### config.mk
export PLATFORM = sky130hd
export DESIGN_NAME = estop_cfg
export DESIGN_NICKNAME = d
export VERILOG_FILES = /design/src/estop_pkg.sv /design/src/sync2.sv /design/src/trip_latch.sv /design/src/estop_cfg.sv
export VERILOG_INCLUDE_DIRS = /design/src
export SDC_FILE = /design/constraint.sdc
export NUM_CORES = 1
export LEC_CHECK = 0
export BUFFER_PORTS_ARGS = -buffer_cell sky130_fd_sc_hd__clkbuf_2
export CAP_MARGIN = 40
export CORE_MARGIN = 10
export CORE_UTILIZATION = 45
export DETAILED_ROUTE_END_ITERATION = 12
export PLACE_DENSITY = 0.65
export SYNTH_ARGS = -nofsm -noshare
export SYNTH_HDL_FRONTEND = slang
export SYNTH_HIERARCHICAL = 1
export SYNTH_SLANG_ARGS = --single-unit
### constraint.sdc
create_clock -name REF_CLK -period 5.9 [get_ports REF_CLK]
set_input_delay 0.295 -clock REF_CLK [delete_from_list [all_inputs] [get_ports REF_CLK]]
set_output_delay 0.295 -clock REF_CLK [all_outputs]
set_load 0.02 [all_outputs]
### src/estop_defines.svh
// Purpose: offsets, codes, reset values and bit positions of the emergency stop block
// Assumes: 32-bit AHB-Lite register words, byte addresses
// Notes:   function codes are the drive's decimal codes written in hex
`ifndef ESTOP_DEFINES_SVH
`define ESTOP_DEFINES_SVH

// ----------------------------------------------------------------
// register byte offsets
// ----------------------------------------------------------------
`define ADDR_FUNC_LO      8'h00
`define ADDR_FUNC_HI      8'h04
`define ADDR_POL          8'h08
`define ADDR_STATUS       8'h0C
`define ADDR_IRQ_STAT     8'h10
`define ADDR_IRQ_MASK     8'h14
`define ADDR_PANEL_CMD    8'h18

// ----------------------------------------------------------------
// terminals and codes
// ----------------------------------------------------------------
`define NUM_TERMINALS     8
`define TERM_RESET_IDX    0
`define TERM_ESTOP_IDX    2
`define FUNC_RESET        8'h12
`define FUNC_JOG          8'h06
`define FUNC_ESTOP        8'h40
`define FUNC_NONE         8'hFF
`define POL_NO            1'b0
`define POL_NC            1'b1
`define TRIP_CODE_ESTOP   8'h25
`define TRIP_CODE_NONE    8'h00

// ----------------------------------------------------------------
// interrupt bits
// ----------------------------------------------------------------
`define IRQ_BITS          4
`define IRQ_TRIP          0
`define IRQ_SW_ON         1
`define IRQ_SW_OFF        2
`define IRQ_REFUSED       3
`define IRQ_MASK_RESET    4'h0

// ----------------------------------------------------------------
// status bits
// ----------------------------------------------------------------
`define ST_TRIP           0
`define ST_ENABLED        1
`define ST_RELEASED       2
`define ST_GATE_EN        3
`define ST_SWITCH         4
`define ST_CODE_LSB       8

`endif

### src/estop_pkg.sv
// Purpose: types shared by the emergency stop block
// Assumes: estop_defines.svh holds every number but the mode encodings
// Notes:   none
package estop_pkg;

  // ----------------------------------------------------------------
  // feature mode, one-hot
  // ----------------------------------------------------------------
  typedef enum logic [2:0] {
    MODE_SHIPPED  = 3'b001,
    MODE_ENABLED  = 3'b010,
    MODE_RELEASED = 3'b100
  } mode_type;

  // ----------------------------------------------------------------
  // latched bus address phase
  // ----------------------------------------------------------------
  typedef struct packed {
    logic [7:0] addr;
    logic       rd;
    logic       wr;
  } aphase_type;

endpackage : estop_pkg

### src/sync2.sv
// Purpose: two-flop synchroniser for pin inputs
// Assumes: inputs asynchronous to clk
// Notes:   first stage read only by the second
`timescale 1ns/1ps
`default_nettype none
module sync2 #(
  parameter int WIDTH = 1
) (
  input  wire logic             clk,
  input  wire logic             rst_b,
  input  wire logic [WIDTH-1:0] d,
  output var  logic [WIDTH-1:0] q
);

  logic [WIDTH-1:0] meta_reg;

  always_ff @(posedge clk or negedge rst_b) begin
    if (!rst_b) begin
      meta_reg <= '0;
      q        <= '0;
    end else begin
      meta_reg <= d;
      q        <= meta_reg;
    end
  end

endmodule : sync2
`default_nettype wire

### src/trip_latch.sv
// Purpose: emergency stop trip latch and output stage gate
// Assumes: inputs already synchronised
// Notes:   works from the raw contact level, not from software settings
`timescale 1ns/1ps
`default_nettype none
module trip_latch (
  input  wire logic clk,
  input  wire logic rst_b,
  input  wire logic estop_open,
  input  wire logic reset_req,
  output var  logic trip_reg,
  output var  logic gate_en_reg,
  output logic      trip_set
);

  logic trip_next;

  // ----------------------------------------------------------------
  // latch
  // ----------------------------------------------------------------
  always_comb begin
    trip_next = trip_reg;
    if (estop_open) begin
      trip_next = 1'b1;
    end else if (reset_req) begin
      trip_next = 1'b0;
    end
  end

  assign trip_set = estop_open & ~trip_reg;

  always_ff @(posedge clk or negedge rst_b) begin
    if (!rst_b) begin
      trip_reg    <= 1'b0;
      gate_en_reg <= 1'b0;
    end else begin
      trip_reg    <= trip_next;
      gate_en_reg <= ~trip_next & ~estop_open;
    end
  end

endmodule : trip_latch
`default_nettype wire

### src/estop_cfg.sv
// Purpose: emergency stop terminal configuration, trip logic and register slave
// Assumes: 40 MHz REF_CLK, AHB-Lite single word transfers, pins asynchronous
// Notes:   reads take one wait state, writes none
//
// What this block does
// - Feature is enabled only while the safety switch is on; off from shipment.
// - While enabled, terminals one and three are locked to the stop functions.
// - Terminal one is a normally-open reset; it resets drive and clears the trip.
// - Terminal three is a normally-closed stop; opening it cuts gates in hardware.
// - An open or miswired stop input trips; the outside must keep it closed.
// - While enabled, only the terminal one reset clears the trip; panel commands cannot.
// - Any terminal holding the reset function is forced to normally-open polarity.
// - Terminal three holding the stop function is forced to normally-closed polarity.
// - Switch turning on clears the reset function from every other terminal.
// - Switch turning off does not restore functions cleared at switch-on.
// - Software may never write the stop function to terminal three.
// - After on then off: terminal one keeps reset, three has none, all selectable.
// - Shipped defaults: terminal one reset, terminal three jog, both normally open.
`timescale 1ns/1ps
`default_nettype none
`include "estop_defines.svh"
module estop_cfg
  import estop_pkg::*;
(
  input  wire logic                      REF_CLK,
  input  wire logic                      RST_B,
  input  wire logic                      HSEL,
  input  wire logic [7:0]                HADDR,
  input  wire logic [1:0]                HTRANS,
  input  wire logic                      HWRITE,
  input  wire logic [2:0]                HSIZE,
  input  wire logic [31:0]               HWDATA,
  input  wire logic                      HREADY,
  output logic                           HREADYOUT,
  output logic                           HRESP,
  output var  logic [31:0]               HRDATA,
  input  wire logic                      SAFETY_ENABLE_SWITCH,
  input  wire logic [`NUM_TERMINALS-1:0] TERM_IN,
  output var  logic                      GATE_ENABLE,
  output var  logic                      DRIVE_RESET,
  output var  logic                      JOG_COMMAND,
  output var  logic [7:0]                TRIP_CODE,
  output var  logic                      IRQ
);

  localparam int NT = `NUM_TERMINALS;

  // ----------------------------------------------------------------
  // pin synchronisers
  // ----------------------------------------------------------------
  logic [NT:0]   pins_sync;
  logic [NT-1:0] term_sync;
  logic          sw_sync;
  logic          sw_prev_reg;
  logic          sw_rise;
  logic          sw_fall;

  sync2 #(.WIDTH(NT + 1)) u_sync (
    .clk   (REF_CLK),
    .rst_b (RST_B),
    .d     ({SAFETY_ENABLE_SWITCH, TERM_IN}),
    .q     (pins_sync)
  );

  assign term_sync = pins_sync[NT-1:0];
  assign sw_sync   = pins_sync[NT];
  assign sw_rise   = sw_sync & ~sw_prev_reg;
  assign sw_fall   = ~sw_sync & sw_prev_reg;

  always_ff @(posedge REF_CLK or negedge RST_B) begin
    if (!RST_B) begin
      sw_prev_reg <= 1'b0;
    end else begin
      sw_prev_reg <= sw_sync;
    end
  end

  // ----------------------------------------------------------------
  // feature mode
  // ----------------------------------------------------------------
  mode_type mode_reg;
  mode_type mode_next;

  always_comb begin
    mode_next = mode_reg;
    case (mode_reg)
      MODE_SHIPPED: begin
        if (sw_rise) mode_next = MODE_ENABLED;
      end
      MODE_ENABLED: begin
        if (sw_fall) mode_next = MODE_RELEASED;
      end
      MODE_RELEASED: begin
        if (sw_rise) mode_next = MODE_ENABLED;
      end
      default: mode_next = MODE_SHIPPED;
    endcase
  end

  always_ff @(posedge REF_CLK or negedge RST_B) begin
    if (!RST_B) begin
      mode_reg <= MODE_SHIPPED;
    end else begin
      mode_reg <= mode_next;
    end
  end

  logic enabled;
  assign enabled = (mode_reg == MODE_ENABLED);

  // ----------------------------------------------------------------
  // bus slave
  // ----------------------------------------------------------------
  aphase_type ap_reg;
  logic       rd_done_reg;
  logic       addr_take;
  logic       wr_commit;
  logic       rd_load;

  assign addr_take = HSEL & HTRANS[1] & HREADY;
  assign wr_commit = ap_reg.wr;
  assign rd_load   = ap_reg.rd & ~rd_done_reg;
  assign HREADYOUT = ~ap_reg.rd | rd_done_reg;
  assign HRESP     = 1'b0;

  always_ff @(posedge REF_CLK or negedge RST_B) begin
    if (!RST_B) begin
      ap_reg      <= '0;
      rd_done_reg <= 1'b0;
    end else begin
      if (addr_take) begin
        ap_reg.addr <= HADDR;
        ap_reg.rd   <= ~HWRITE;
        ap_reg.wr   <= HWRITE;
      end else if (HREADYOUT) begin
        ap_reg.rd <= 1'b0;
        ap_reg.wr <= 1'b0;
      end
      rd_done_reg <= rd_load;
    end
  end

  // ----------------------------------------------------------------
  // terminal function and polarity selections
  // ----------------------------------------------------------------
  logic [7:0]    func_reg [NT];
  logic [7:0]    func_next[NT];
  logic [NT-1:0] pol_reg;
  logic [NT-1:0] pol_next;
  logic          refused;
  logic          wr_func;
  logic [7:0]    wbyte;

  always_comb begin
    refused = 1'b0;
    wbyte   = 8'h00;
    wr_func = 1'b0;
    pol_next = pol_reg;
    for (int i = 0; i < NT; i++) begin
      func_next[i] = func_reg[i];
    end
    if (sw_rise) begin
      for (int i = 0; i < NT; i++) begin
        if (func_reg[i] == `FUNC_RESET) func_next[i] = `FUNC_NONE;
      end
      func_next[`TERM_RESET_IDX] = `FUNC_RESET;
      func_next[`TERM_ESTOP_IDX] = `FUNC_ESTOP;
    end else if (sw_fall) begin
      func_next[`TERM_ESTOP_IDX] = `FUNC_NONE;
    end else if (wr_commit) begin
      for (int i = 0; i < NT; i++) begin
        wr_func = (ap_reg.addr == (i < 4 ? `ADDR_FUNC_LO : `ADDR_FUNC_HI));
        wbyte   = HWDATA[8*(i%4) +: 8];
        if (wr_func) begin
          if (enabled && (i == `TERM_RESET_IDX || i == `TERM_ESTOP_IDX)) begin
            refused = refused | (wbyte != func_reg[i]);
          end else if (wbyte == `FUNC_ESTOP) begin
            refused = 1'b1;
          end else begin
            func_next[i] = wbyte;
          end
        end
        if (ap_reg.addr == `ADDR_POL) begin
          if (enabled && (i == `TERM_RESET_IDX || i == `TERM_ESTOP_IDX)) begin
            refused = refused | (HWDATA[i] != pol_reg[i]);
          end else begin
            pol_next[i] = HWDATA[i];
          end
        end
      end
    end
    for (int i = 0; i < NT; i++) begin
      if (func_next[i] == `FUNC_RESET) pol_next[i] = `POL_NO;
    end
    if (func_next[`TERM_ESTOP_IDX] == `FUNC_ESTOP) begin
      pol_next[`TERM_ESTOP_IDX] = `POL_NC;
    end
  end

  always_ff @(posedge REF_CLK or negedge RST_B) begin
    if (!RST_B) begin
      for (int i = 0; i < NT; i++) begin
        func_reg[i] <= `FUNC_NONE;
      end
      func_reg[`TERM_RESET_IDX] <= `FUNC_RESET;
      func_reg[`TERM_ESTOP_IDX] <= `FUNC_JOG;
      pol_reg <= '0;
    end else begin
      for (int i = 0; i < NT; i++) begin
        func_reg[i] <= func_next[i];
      end
      pol_reg <= pol_next;
    end
  end

  // ----------------------------------------------------------------
  // per-terminal decode
  // ----------------------------------------------------------------
  logic [NT-1:0] term_active;
  logic [NT-1:0] is_reset;
  logic [NT-1:0] is_jog;

  genvar g;
  generate
    for (g = 0; g < NT; g++) begin : g_term
      assign term_active[g] = term_sync[g] ^ pol_reg[g];
      assign is_reset[g] = term_active[g] & (func_reg[g] == `FUNC_RESET) &
                           (~enabled | (g == `TERM_RESET_IDX));
      assign is_jog[g]   = term_active[g] & (func_reg[g] == `FUNC_JOG);
    end
  endgenerate

  // ----------------------------------------------------------------
  // trip and outputs
  // ----------------------------------------------------------------
  logic estop_open;
  logic reset_req;
  logic reset_prev_reg;
  logic trip;
  logic gate_en;
  logic trip_set;
  logic panel_reset;

  assign estop_open  = enabled & ~term_sync[`TERM_ESTOP_IDX];
  assign reset_req   = |is_reset;
  assign panel_reset = wr_commit & (ap_reg.addr == `ADDR_PANEL_CMD) & HWDATA[0];

  trip_latch u_trip (
    .clk         (REF_CLK),
    .rst_b       (RST_B),
    .estop_open  (estop_open),
    .reset_req   (reset_req),
    .trip_reg    (trip),
    .gate_en_reg (gate_en),
    .trip_set    (trip_set)
  );

  always_ff @(posedge REF_CLK or negedge RST_B) begin
    if (!RST_B) begin
      reset_prev_reg <= 1'b0;
      DRIVE_RESET    <= 1'b0;
      JOG_COMMAND    <= 1'b0;
      GATE_ENABLE    <= 1'b0;
      TRIP_CODE      <= `TRIP_CODE_NONE;
    end else begin
      reset_prev_reg <= reset_req;
      DRIVE_RESET    <= (reset_req & ~reset_prev_reg) | panel_reset;
      JOG_COMMAND    <= |is_jog;
      GATE_ENABLE    <= gate_en;
      TRIP_CODE      <= trip ? `TRIP_CODE_ESTOP : `TRIP_CODE_NONE;
    end
  end

  // ----------------------------------------------------------------
  // interrupts
  // ----------------------------------------------------------------
  logic [`IRQ_BITS-1:0] irq_stat_reg;
  logic [`IRQ_BITS-1:0] irq_mask_reg;
  logic [`IRQ_BITS-1:0] irq_set;
  logic                 irq_clr;

  always_comb begin
    irq_set               = '0;
    irq_set[`IRQ_TRIP]    = trip_set;
    irq_set[`IRQ_SW_ON]   = sw_rise;
    irq_set[`IRQ_SW_OFF]  = sw_fall;
    irq_set[`IRQ_REFUSED] = refused;
  end

  assign irq_clr = rd_load & (ap_reg.addr == `ADDR_IRQ_STAT);

  always_ff @(posedge REF_CLK or negedge RST_B) begin
    if (!RST_B) begin
      irq_stat_reg <= '0;
      irq_mask_reg <= `IRQ_MASK_RESET;
      IRQ          <= 1'b0;
    end else begin
      irq_stat_reg <= (irq_clr ? '0 : irq_stat_reg) | irq_set;
      if (wr_commit && ap_reg.addr == `ADDR_IRQ_MASK) begin
        irq_mask_reg <= HWDATA[`IRQ_BITS-1:0];
      end
      IRQ <= |(((irq_clr ? '0 : irq_stat_reg) | irq_set) & irq_mask_reg);
    end
  end

  // ----------------------------------------------------------------
  // read data
  // ----------------------------------------------------------------
  logic [31:0] rdata;

  always_comb begin
    rdata = 32'h0000_0000;
    if (ap_reg.addr == `ADDR_FUNC_LO) begin
      rdata = {func_reg[3], func_reg[2], func_reg[1], func_reg[0]};
    end else if (ap_reg.addr == `ADDR_FUNC_HI) begin
      rdata = {func_reg[7], func_reg[6], func_reg[5], func_reg[4]};
    end else if (ap_reg.addr == `ADDR_POL) begin
      rdata[NT-1:0] = pol_reg;
    end else if (ap_reg.addr == `ADDR_STATUS) begin
      rdata[`ST_TRIP]                  = trip;
      rdata[`ST_ENABLED]               = enabled;
      rdata[`ST_RELEASED]              = (mode_reg == MODE_RELEASED);
      rdata[`ST_GATE_EN]               = gate_en;
      rdata[`ST_SWITCH]                = sw_sync;
      rdata[`ST_CODE_LSB +: 8]         = trip ? `TRIP_CODE_ESTOP : `TRIP_CODE_NONE;
    end else if (ap_reg.addr == `ADDR_IRQ_STAT) begin
      rdata[`IRQ_BITS-1:0] = irq_stat_reg;
    end else if (ap_reg.addr == `ADDR_IRQ_MASK) begin
      rdata[`IRQ_BITS-1:0] = irq_mask_reg;
    end
  end

  always_ff @(posedge REF_CLK or negedge RST_B) begin
    if (!RST_B) begin
      HRDATA <= 32'h0000_0000;
    end else if (rd_load) begin
      HRDATA <= rdata;
    end
  end

endmodule : estop_cfg
`default_nettype wire

==> impl_metrics.prom, run 1 <==
# TYPE chip_impl_metric gauge
chip_impl_info{name="outcome",value="complete, no violations"} 1
chip_impl_metric{name="grt_remaining_overflow",unit=""} 0
chip_impl_metric{name="clock-sinks",unit=""} 153
chip_impl_metric{name="gpl.final_weighted_congestion",unit=""} 0.947
chip_impl_metric{name="vias",unit=""} 6232
chip_impl_metric{name="dr_iter_0_viols",unit=""} 781
chip_impl_metric{name="timing.hold.worst_path_depth",unit=""} 3
chip_impl_metric{name="period_minus_slack",unit="ps"} 3350
chip_impl_metric{name="die-area",unit="µm²"} 21500
chip_impl_info{name="clockRootBuffer",value="sky130_fd_sc_hd__clkbuf_16"} 1
chip_impl_metric{name="yosys_register_bits",unit=""} 153
chip_impl_info{name="cts_tree",value="done"} 1
chip_impl_metric{name="coreArea",unit="µm²"} 15800
chip_impl_metric{name="avgViaCountPerCell",unit=""} 6.00
chip_impl_metric{name="place.detailed.hpwl",unit="µm"} 16500
chip_impl_metric{name="top_level_ports",unit=""} 105
chip_impl_metric{name="cts.path.max_buffers",unit=""} 2
chip_impl_metric{name="detailedRoute.firstPassIterationCount",unit=""} 9
chip_impl_info{name="critical_path_class",value="reg2reg"} 1
chip_impl_metric{name="nNetsFinal",unit=""} 868
chip_impl_metric{name="period_share",unit="%"} 56.8
chip_impl_info{name="worstReg2RegEnd",value="pol_reg[1]"} 1
chip_impl_info{name="yosys-top-cells-area",value="sky130_fd_sc_hd__dfrtp_1 (35%), sky130_fd_sc_hd__dfstp_2 (19%), sky130_fd_sc_hd__nand2_1 (5.3%)"} 1
chip_impl_info{name="critPathSlowestCell",value="sky130_fd_sc_hd__and3_1"} 1
chip_impl_metric{name="grt_antenna_before_repair",unit=""} 0
chip_impl_metric{name="placementRows",unit=""} 46
chip_impl_metric{name="synth.avg_cell_area",unit="µm²"} 10.1
chip_impl_info{name="setup_repair_after_global_routing_missed_its_margin",value="no"} 1
chip_impl_metric{name="htreeDepth",unit=""} 4
chip_impl_info{name="start_kind",value="flip-flop"} 1
chip_impl_metric{name="worst_ir_drop_vdd",unit="µV"} 193
chip_impl_metric{name="async_reset_ff_share",unit="%"} 100
chip_impl_info{name="regToRegStartpoint",value="sw_prev_reg"} 1
chip_impl_info{name="synth.cells.most_frequent",value="sky130_fd_sc_hd__nand2_1 (102), sky130_fd_sc_hd__dfrtp_1 (100), sky130_fd_sc_hd__nor2_1 (65)"} 1
chip_impl_metric{name="nFillCells",unit=""} 1433
chip_impl_metric{name="flow.area_growth_from_synthesis",unit="%"} 19.3
chip_impl_metric{name="starting_density_of_the_core",unit="%"} 45.6
chip_impl_info{name="worst_setup_path_end_kind",value="flip-flop"} 1
chip_impl_info{name="worstPathCellList",value="nand2b_1 > and3_1 > nand3_1 > a221o_1 > nor4b_1 > a221oi_1"} 1
chip_impl_metric{name="hold_viol_final",unit=""} 0
chip_impl_metric{name="synthDistinctLibCells",unit=""} 54
chip_impl_metric{name="drc",unit=""} 0
chip_impl_metric{name="critPathMaxFanout",unit=""} 14
chip_impl_metric{name="placed_cells",unit=""} 996
chip_impl_metric{name="reg2reg_depth",unit=""} 6
chip_impl_info{name="hold_path_end",value="func_reg[4]"} 1
chip_impl_metric{name="post_cts.repair.setup_buffers",unit=""} 0
chip_impl_metric{name="count_of_port_buffers_added_during_placement",unit=""} 94
chip_impl_metric{name="maxCapViolCount",unit=""} 0
chip_impl_metric{name="antenna-diode-count",unit=""} 0
chip_impl_metric{name="worst_pin_slew",unit="ps"} 749
chip_impl_info{name="netlist.top_cell.by_area",value="sky130_fd_sc_hd__dfrtp_1"} 1
chip_impl_metric{name="timing_max_transition_violations_final",unit=""} 0
chip_impl_metric{name="maxSlewHeadroom",unit="%"} 49.3
chip_impl_metric{name="global_route.usage.total",unit="%"} 20.9
chip_impl_metric{name="count_of_mapped_cells_out_of_synthesis",unit=""} 713
chip_impl_metric{name="number_of_global_route_vias_before_repair",unit=""} 6335
chip_impl_metric{name="die_x",unit="µm"} 147
chip_impl_info{name="hp-start",value="HWDATA[28]"} 1
chip_impl_info{name="synth.most_common_cell",value="sky130_fd_sc_hd__nand2_1"} 1
chip_impl_metric{name="synth_area",unit="µm²"} 7220
chip_impl_metric{name="route.antenna.remaining_nets",unit=""} 0
chip_impl_metric{name="wire_per_inst",unit="µm"} 21.6
chip_impl_metric{name="die_height",unit="µm"} 147
chip_impl_metric{name="final_layout_size_suffix_gt1_share",unit="%"} 24.7
chip_impl_metric{name="setup_violations",unit=""} 0
chip_impl_metric{name="power-per-cell-area",unit="nW/µm²"} 333
chip_impl_metric{name="clk_transition_reported_paths",unit="ps"} 60
chip_impl_metric{name="numCtsBuffers",unit=""} 17
chip_impl_metric{name="critical_path_required",unit="ps"} 6180
chip_impl_metric{name="leakage",unit="nW"} 3.74
chip_impl_metric{name="largest_register_ff_count",unit=""} 64
chip_impl_metric{name="largest_net_degree_at_the_start_of_global_routing",unit=""} 74
chip_impl_metric{name="worstPathArrival",unit="ps"} 3630
chip_impl_metric{name="cpPeakStageDelay",unit="ps"} 680
chip_impl_metric{name="maxClockFrequency",unit="MHz"} 298
chip_impl_metric{name="synthesis.yosys.warnings",unit=""} 6
chip_impl_metric{name="synth_seq_area_share",unit="%"} 53.9
chip_impl_metric{name="wire_length_of_the_first_global_routing_pass",unit="µm"} 35600
chip_impl_metric{name="clock_skew",unit="ps"} 7.12
chip_impl_metric{name="synth_enable_flop_cells",unit=""} 0
chip_impl_metric{name="r2r_slack",unit="ps"} 2550
chip_impl_metric{name="synth_top_area_share",unit="%"} 34.6
chip_impl_metric{name="worstSkewPairLatency",unit="ps"} 430
chip_impl_metric{name="finalWirelength",unit="µm"} 22400
chip_impl_metric{name="finalSetupTns",unit="ps"} 0
chip_impl_metric{name="totalPowerFinal",unit="W"} 0.00287
chip_impl_info{name="postSynth.topFlopCell",value="sky130_fd_sc_hd__dfrtp_1"} 1
chip_impl_metric{name="layout.cells.non_filler",unit=""} 1038
chip_impl_info{name="hold_class",value="in2reg"} 1
==> worst max-delay path: cells and delay by family (launching register included) <==
kind / cells / cell delay, ps
simple gates: 4 / 2200
compound gates: 2 / 570
flops: 1 / 440
==> stage by stage <==
step,setup slack [ps],util (%),instance area (µm²),hold slack (ps)
4_1_cts,2700,54.4,8620,74.7
2_1_floorplan,3370,-,7240,-0.591
6_report,2550,54.4,8620,93.7
5_1_grt,2460,54.4,8620,85.6
3_3_place_gp,2500,49.5,7840,334
3_5_place_dp,2730,49.9,7910,335
==> final cells by class <==
type | count | area [µm²] | area share (%)
inverters | 13 | 48.8 | 0.566
clock buffers | 26 | 499 | 5.79
clock inverters | 6 | 113 | 1.31
multi-input cells | 512 | 3120 | 36.2
well taps | 216 | 270 | 3.14
flip-flops and latches | 153 | 3890 | 45.2
repair buffers | 112 | 672 | 7.80
==> cell families (layout without fill, tap and decap cells) <==
group / count (synthesis) / after routing / synth area share [%]
simple gates: 303 / 303 / 21.1
compound gates: 154 / 154 / 14.9
flops: 153 / 153 / 53.9
buf+inv: 53 / 157 / 3.29
xor+xnor: 26 / 26 / 3.15
mux: 23 / 23 / 3.60
other cells: 1 / 6 / 0.0519
==> how the worst max path moves through the flow <==
stage                startpoint         end
floorplan           mode_reg[0]  pol_reg[2]
global route        u_sync/q[8]  pol_reg[1]
detailed placement  sw_prev_reg  pol_reg[1]
CTS                 u_sync/q[8]  pol_reg[1]
finish              sw_prev_reg  pol_reg[1]
global placement    sw_prev_reg  pol_reg[6]
==> power by group <==
group	internal [W]	switching [W]
clock	0.000711	0.000422
combinational	0.000165	0.000287
sequential	0.00118	0.000104
==> cells in the final DEF, fill, tap and decap left out, types with 5 or more instances in the layout <==
cell type	netlist	routed
sky130_fd_sc_hd__xor2_1	24	24
sky130_fd_sc_hd__dfstp_2	53	53
sky130_fd_sc_hd__a21oi_1	22	22
sky130_fd_sc_hd__nor3_1	9	9
sky130_fd_sc_hd__a22oi_1	15	15
sky130_fd_sc_hd__nand2_1	102	102
sky130_fd_sc_hd__clkbuf_16	0	17
sky130_fd_sc_hd__nor2b_1	8	7
sky130_fd_sc_hd__nor4_1	13	13
sky130_fd_sc_hd__inv_1	13	13
sky130_fd_sc_hd__nor2_1	65	65
sky130_fd_sc_hd__dlygate4sd3_1	0	10
sky130_fd_sc_hd__mux2i_1	8	8
sky130_fd_sc_hd__a31oi_1	6	6
sky130_fd_sc_hd__mux2_2	14	14
sky130_fd_sc_hd__buf_4	8	5
sky130_fd_sc_hd__nand4_1	7	7
sky130_fd_sc_hd__nand3_1	37	37
sky130_fd_sc_hd__and3_1	8	8
sky130_fd_sc_hd__a221o_1	14	14
sky130_fd_sc_hd__and2_1	5	5
sky130_fd_sc_hd__nor4b_1	22	22
sky130_fd_sc_hd__clkbuf_2	0	93
sky130_fd_sc_hd__o21ai_0	47	47
sky130_fd_sc_hd__a221oi_1	17	17
sky130_fd_sc_hd__clkbuf_1	28	5
sky130_fd_sc_hd__a22o_1	9	9
sky130_fd_sc_hd__dfrtp_1	100	100
sky130_fd_sc_hd__conb_1	1	6
sky130_fd_sc_hd__nand2b_1	10	10
==> per-layer routing <==
| layer | wire [µm] | vias up | track usage, % | share of wire (%) |
|---|---|---|---|---|
| met2 | 10400 | 352 | 32.8 | 46 |
| li1 | - | 2777 | - | - |
| met4 | 723 | 0 | 9.26 | 3.2 |
| met5 | 0 | - | 0 | 0 |
| met3 | 1880 | 59 | 4.39 | 8.4 |
| met1 | 9470 | 3044 | 27.2 | 42 |
==> what timing repair did <==
action | CTS | global route
setup endpoints to repair | 0 | 0
resized for setup | 0 | 0
hold buffers | 10 | 0
hold endpoints to repair | 66 | 0
Power figures use the tool's default switching activity.
==> inputs of run 2 (changes only) <==
--- a/config.mk
+++ b/config.mk
@@ -6,12 +6,13 @@
 export SDC_FILE = /design/constraint.sdc
 export NUM_CORES = 1
 export LEC_CHECK = 0
+export ABC_AREA = 1
 export BUFFER_PORTS_ARGS = -buffer_cell sky130_fd_sc_hd__clkbuf_2
 export CAP_MARGIN = 40
 export CORE_MARGIN = 10
 export CORE_UTILIZATION = 45
 export DETAILED_ROUTE_END_ITERATION = 12
-export PLACE_DENSITY = 0.65
+export PLACE_DENSITY = 0.67
 export SYNTH_ARGS = -nofsm -noshare
 export SYNTH_HDL_FRONTEND = slang
 export SYNTH_HIERARCHICAL = 1
==> constraint.sdc (replaced) <==
create_clock -name REF_CLK -period 2.71 [get_ports REF_CLK]
set_input_delay 0.1355 -clock REF_CLK [delete_from_list [all_inputs] [get_ports REF_CLK]]
set_output_delay 0.1355 -clock REF_CLK [all_outputs]
set_load 0.02 [all_outputs]
==> run 2 against run 1 <==
Wire length is 7.8% higher. Clock skew is essentially flat. Register-to-register slack worse by 2100 ps. Cell count increased by 35%. Critical path depth is 5 higher. Combinational power rose to 3.4 times the previous value. Critical endpoint is now pol_reg[3]. Largest power group unchanged.
==> impl_metrics.prom, run 2 <==
# TYPE chip_impl_metric gauge
chip_impl_metric{name="worstSkewPairLatency",unit="ps"} 430
chip_impl_metric{name="htreeDepth",unit=""} 4
chip_impl_metric{name="route.antenna.remaining_nets",unit=""} 0
chip_impl_metric{name="clk_transition_reported_paths",unit="ps"} 60
chip_impl_metric{name="largest_net_degree_at_the_start_of_global_routing",unit=""} 70
chip_impl_metric{name="vias",unit=""} 7360
chip_impl_info{name="yosys-top-cells-area",value="sky130_fd_sc_hd__dfrtp_1 (31%), sky130_fd_sc_hd__dfstp_2 (17%), sky130_fd_sc_hd__nand2_1 (13%)"} 1
chip_impl_metric{name="critPathMaxFanout",unit=""} 18
chip_impl_metric{name="yosys_register_bits",unit=""} 153
chip_impl_metric{name="die_height",unit="µm"} 153
chip_impl_metric{name="place.detailed.hpwl",unit="µm"} 17200
chip_impl_info{name="cts_tree",value="done"} 1
chip_impl_metric{name="nNetsFinal",unit=""} 1223
chip_impl_metric{name="antenna-diode-count",unit=""} 0
chip_impl_metric{name="worst_ir_drop_vdd",unit="µV"} 456
chip_impl_metric{name="synth.avg_cell_area",unit="µm²"} 7.74
chip_impl_metric{name="worstPathArrival",unit="ps"} 2590
chip_impl_info{name="synth.most_common_cell",value="sky130_fd_sc_hd__nand2_1"} 1
chip_impl_metric{name="worst_slack",unit="ps"} 442
chip_impl_metric{name="maxSlewHeadroom",unit="%"} 56.0
chip_impl_metric{name="die-area",unit="µm²"} 23500
chip_impl_metric{name="avgViaCountPerCell",unit=""} 5.25
chip_impl_metric{name="coreArea",unit="µm²"} 17400
chip_impl_metric{name="flow.area_growth_from_synthesis",unit="%"} 21.6
chip_impl_metric{name="pre_cts_ws",unit="ps"} 494
chip_impl_metric{name="dr_iter_0_viols",unit=""} 711
chip_impl_metric{name="power-per-cell-area",unit="nW/µm²"} 735
chip_impl_metric{name="cts.path.max_buffers",unit=""} 2
chip_impl_metric{name="wire_per_inst",unit="µm"} 17.3
chip_impl_metric{name="synth_area",unit="µm²"} 7990
chip_impl_info{name="setup_repair_after_global_routing_missed_its_margin",value="no"} 1
chip_impl_info{name="hold_class",value="in2reg"} 1
chip_impl_metric{name="nFillCells",unit=""} 1622
chip_impl_metric{name="period_share",unit="%"} 83.7
chip_impl_metric{name="clock-sinks",unit=""} 153
chip_impl_metric{name="reg2reg_depth",unit=""} 11
chip_impl_metric{name="final_layout_size_suffix_gt1_share",unit="%"} 20.0
chip_impl_metric{name="count_of_mapped_cells_out_of_synthesis",unit=""} 1032
chip_impl_info{name="hp-start",value="HWDATA[2]"} 1
chip_impl_metric{name="placed_cells",unit=""} 1338
chip_impl_metric{name="numCtsBuffers",unit=""} 17
chip_impl_metric{name="maxCapViolCount",unit=""} 0
chip_impl_metric{name="synth_seq_area_share",unit="%"} 48.7
chip_impl_metric{name="grt_antenna_before_repair",unit=""} 0
chip_impl_metric{name="post_cts_resized",unit=""} 0
chip_impl_info{name="synth.cells.most_frequent",value="sky130_fd_sc_hd__nand2_1 (276), sky130_fd_sc_hd__inv_1 (143), sky130_fd_sc_hd__nor2_1 (107)"} 1
chip_impl_metric{name="post_cts.repair.setup_buffers",unit=""} 0
chip_impl_metric{name="layout.area.seq",unit="µm²"} 3890
chip_impl_info{name="netlist.top_cell.by_area",value="sky130_fd_sc_hd__dfrtp_1"} 1
chip_impl_metric{name="multi_input_area",unit="µm²"} 3380
chip_impl_metric{name="gpl.final_weighted_congestion",unit=""} 0.940
chip_impl_metric{name="global_route.usage.total",unit="%"} 20.4
chip_impl_metric{name="finalWirelength",unit="µm"} 24200
chip_impl_metric{name="wire_length_of_the_first_global_routing_pass",unit="µm"} 38600
chip_impl_metric{name="synthDistinctLibCells",unit=""} 49
chip_impl_info{name="cp-endpoint",value="pol_reg[3]"} 1
chip_impl_metric{name="placementRows",unit=""} 48
chip_impl_info{name="postSynth.topFlopCell",value="sky130_fd_sc_hd__dfrtp_1"} 1
chip_impl_metric{name="synth_top_area_share",unit="%"} 31.3
chip_impl_metric{name="finalSetupTns",unit="ps"} 0
chip_impl_info{name="outcome",value="complete, no violations"} 1
chip_impl_metric{name="critical_path_required",unit="ps"} 3030
chip_impl_metric{name="timing.hold.worst_path_depth",unit=""} 3
chip_impl_metric{name="grt_remaining_overflow",unit=""} 0
chip_impl_metric{name="leakage",unit="nW"} 5.06
chip_impl_metric{name="die_x",unit="µm"} 153
chip_impl_metric{name="hold_viol_final",unit=""} 0
chip_impl_info{name="clockRootBuffer",value="sky130_fd_sc_hd__clkbuf_16"} 1
chip_impl_metric{name="async_reset_ff_share",unit="%"} 100
chip_impl_metric{name="period_minus_slack",unit="ps"} 2270
chip_impl_metric{name="synth_enable_flop_cells",unit=""} 0
chip_impl_metric{name="drc",unit=""} 0
chip_impl_info{name="start_kind",value="flip-flop"} 1
chip_impl_metric{name="maxClockFrequency",unit="MHz"} 441
chip_impl_metric{name="detailedRoute.firstPassIterationCount",unit=""} 6
chip_impl_metric{name="r2r_slack",unit="ps"} 440
chip_impl_metric{name="timing_max_transition_violations_final",unit=""} 0
chip_impl_metric{name="layout.cells.non_filler",unit=""} 1402
chip_impl_metric{name="count_of_port_buffers_added_during_placement",unit=""} 94
chip_impl_info{name="startpoint",value="ap_reg[3]"} 1
chip_impl_metric{name="synthesis.yosys.warnings",unit=""} 6
chip_impl_metric{name="number_of_global_route_vias_before_repair",unit=""} 7026
chip_impl_metric{name="worst_pin_slew",unit="ps"} 659
chip_impl_metric{name="starting_density_of_the_core",unit="%"} 46.0
chip_impl_info{name="final_cell_mix",value="sky130_fd_sc_hd__nand2_1 (276), sky130_fd_sc_hd__inv_1 (143), sky130_fd_sc_hd__nor2_1 (106), sky130_fd_sc_hd__dfrtp_1 (100), sky130_fd_sc_hd__clkbuf_2 (93)"} 1
chip_impl_metric{name="clock_skew",unit="ps"} 7.49
chip_impl_metric{name="setup_violations",unit=""} 0
chip_impl_metric{name="top_level_ports",unit=""} 105
chip_impl_info{name="critical_path_class",value="reg2reg"} 1
chip_impl_info{name="mostFrequentLayoutCell",value="sky130_fd_sc_hd__nand2_1"} 1
chip_impl_info{name="worstReg2RegEnd",value="pol_reg[3]"} 1
chip_impl_info{name="worst_setup_path_end_kind",value="flip-flop"} 1
chip_impl_info{name="regToRegStartpoint",value="ap_reg[3]"} 1
chip_impl_metric{name="largest_register_ff_count",unit=""} 64
run 2: cell types whose count changed in the layout (fill, tap and decap cells not counted), sizes merged, moves of 10 or more:
| cell | change |
|---|---|
| nand4 | +15 |
| dlygate4sd3 | +22 |
| o21ai | +24 |
| a221o | -14 |
| a221oi | -13 |
| a21oi | +48 |
| nor4b | -21 |
| nor2 | +54 |
| nor3 | +10 |
| nand2 | +185 |
| nand2b | -10 |
| inv | +144 |
| xor2 | -15 |
run 2: worst min path at each step:
stage / endpoint / slack (ps)
after global routing: func_reg[33] / 30
after CTS: func_reg[39] / 8
after global placement: u_sync/meta_reg[8] / 190
after floorplan: DRIVE_RESET / -160
final: irq_mask_reg[2] / 20
after detailed placement: TRIP_CODE[2] / 190
run 2: power breakdown:
group	switching [W]	total, W	internal [W]
sequential	0.000235	0.00293	0.00270
clock	0.00100	0.00267	0.00167
combinational	0.00102	0.00154	0.000517
total	0.00226	0.00715	0.00488
run 2: cell families (layout without fill, tap and decap cells):
kind of cell	count (synthesis)	count (layout)	synth area share, %
multiplexers	6	6	0.845
AND/OR/NAND/NOR	499	499	27.7
other	1	6	0.0469
XOR/XNOR	11	11	1.21
flip-flops	153	153	48.7
buffers and inverters	185	325	9.28
AO/OA/AOI/OAI	177	177	12.2
run 2: critical path, stage by stage (launching register included):
cell                      delay [ps]
sky130_fd_sc_hd__dfrtp_1         390
sky130_fd_sc_hd__nor2_2          160
sky130_fd_sc_hd__nand2_1         180
sky130_fd_sc_hd__nor2_8          330
sky130_fd_sc_hd__inv_4           120
sky130_fd_sc_hd__nor2_8          220
sky130_fd_sc_hd__nand2_4         110
sky130_fd_sc_hd__o21a_1          190
sky130_fd_sc_hd__nor2_1          130
sky130_fd_sc_hd__nand2_1          70
sky130_fd_sc_hd__nor2_1          180
sky130_fd_sc_hd__nor2_1           60
run 2: stage by stage:
| step | power (W) | instance area, µm² | hold WS (ps) | util (%) |
|---|---|---|---|---|
| 6_report | 0.00715 | 9720 | 15.4 | 56.0 |
| 5_1_grt | 0.00751 | 9720 | 25.7 | 56.0 |
| 4_1_cts | 0.00719 | 9720 | 7.97 | 56.0 |
| 3_5_place_dp | 0.00448 | 8740 | 193 | 50.3 |
| 3_3_place_gp | 0.00446 | 8740 | 189 | 50.3 |
| 2_1_floorplan | 0.00390 | 8010 | -160 | - |
run 2: timing repair:
action	in CTS	in global routing
hold buffers	32	0
setup endpoints to repair	0	0
hold endpoints to repair	88	0
run 2: cell type report:
| cell class | count | area share [%] |
|---|---|---|
| Timing Repair Buffer | 137 | 9.44 |
| Inverter | 156 | 6.05 |
| Multi-Input combinational cell | 699 | 34.7 |
| Clock buffer | 19 | 4.56 |
| Tap cell | 225 | 2.90 |
| Sequential cell | 153 | 40.1 |
| Clock inverter | 13 | 2.24 |
run 2: layer usage:
| metal | share of wire [%] | wire length, µm | global-route usage (%) |
|---|---|---|---|
| met1 | 45 | 11000 | 27.8 |
| met2 | 46 | 11100 | 31.4 |
| met3 | 6.8 | 1630 | 4.41 |
| met4 | 1.8 | 444 | 6.45 |
| met5 | 0 | 0 | 0 |
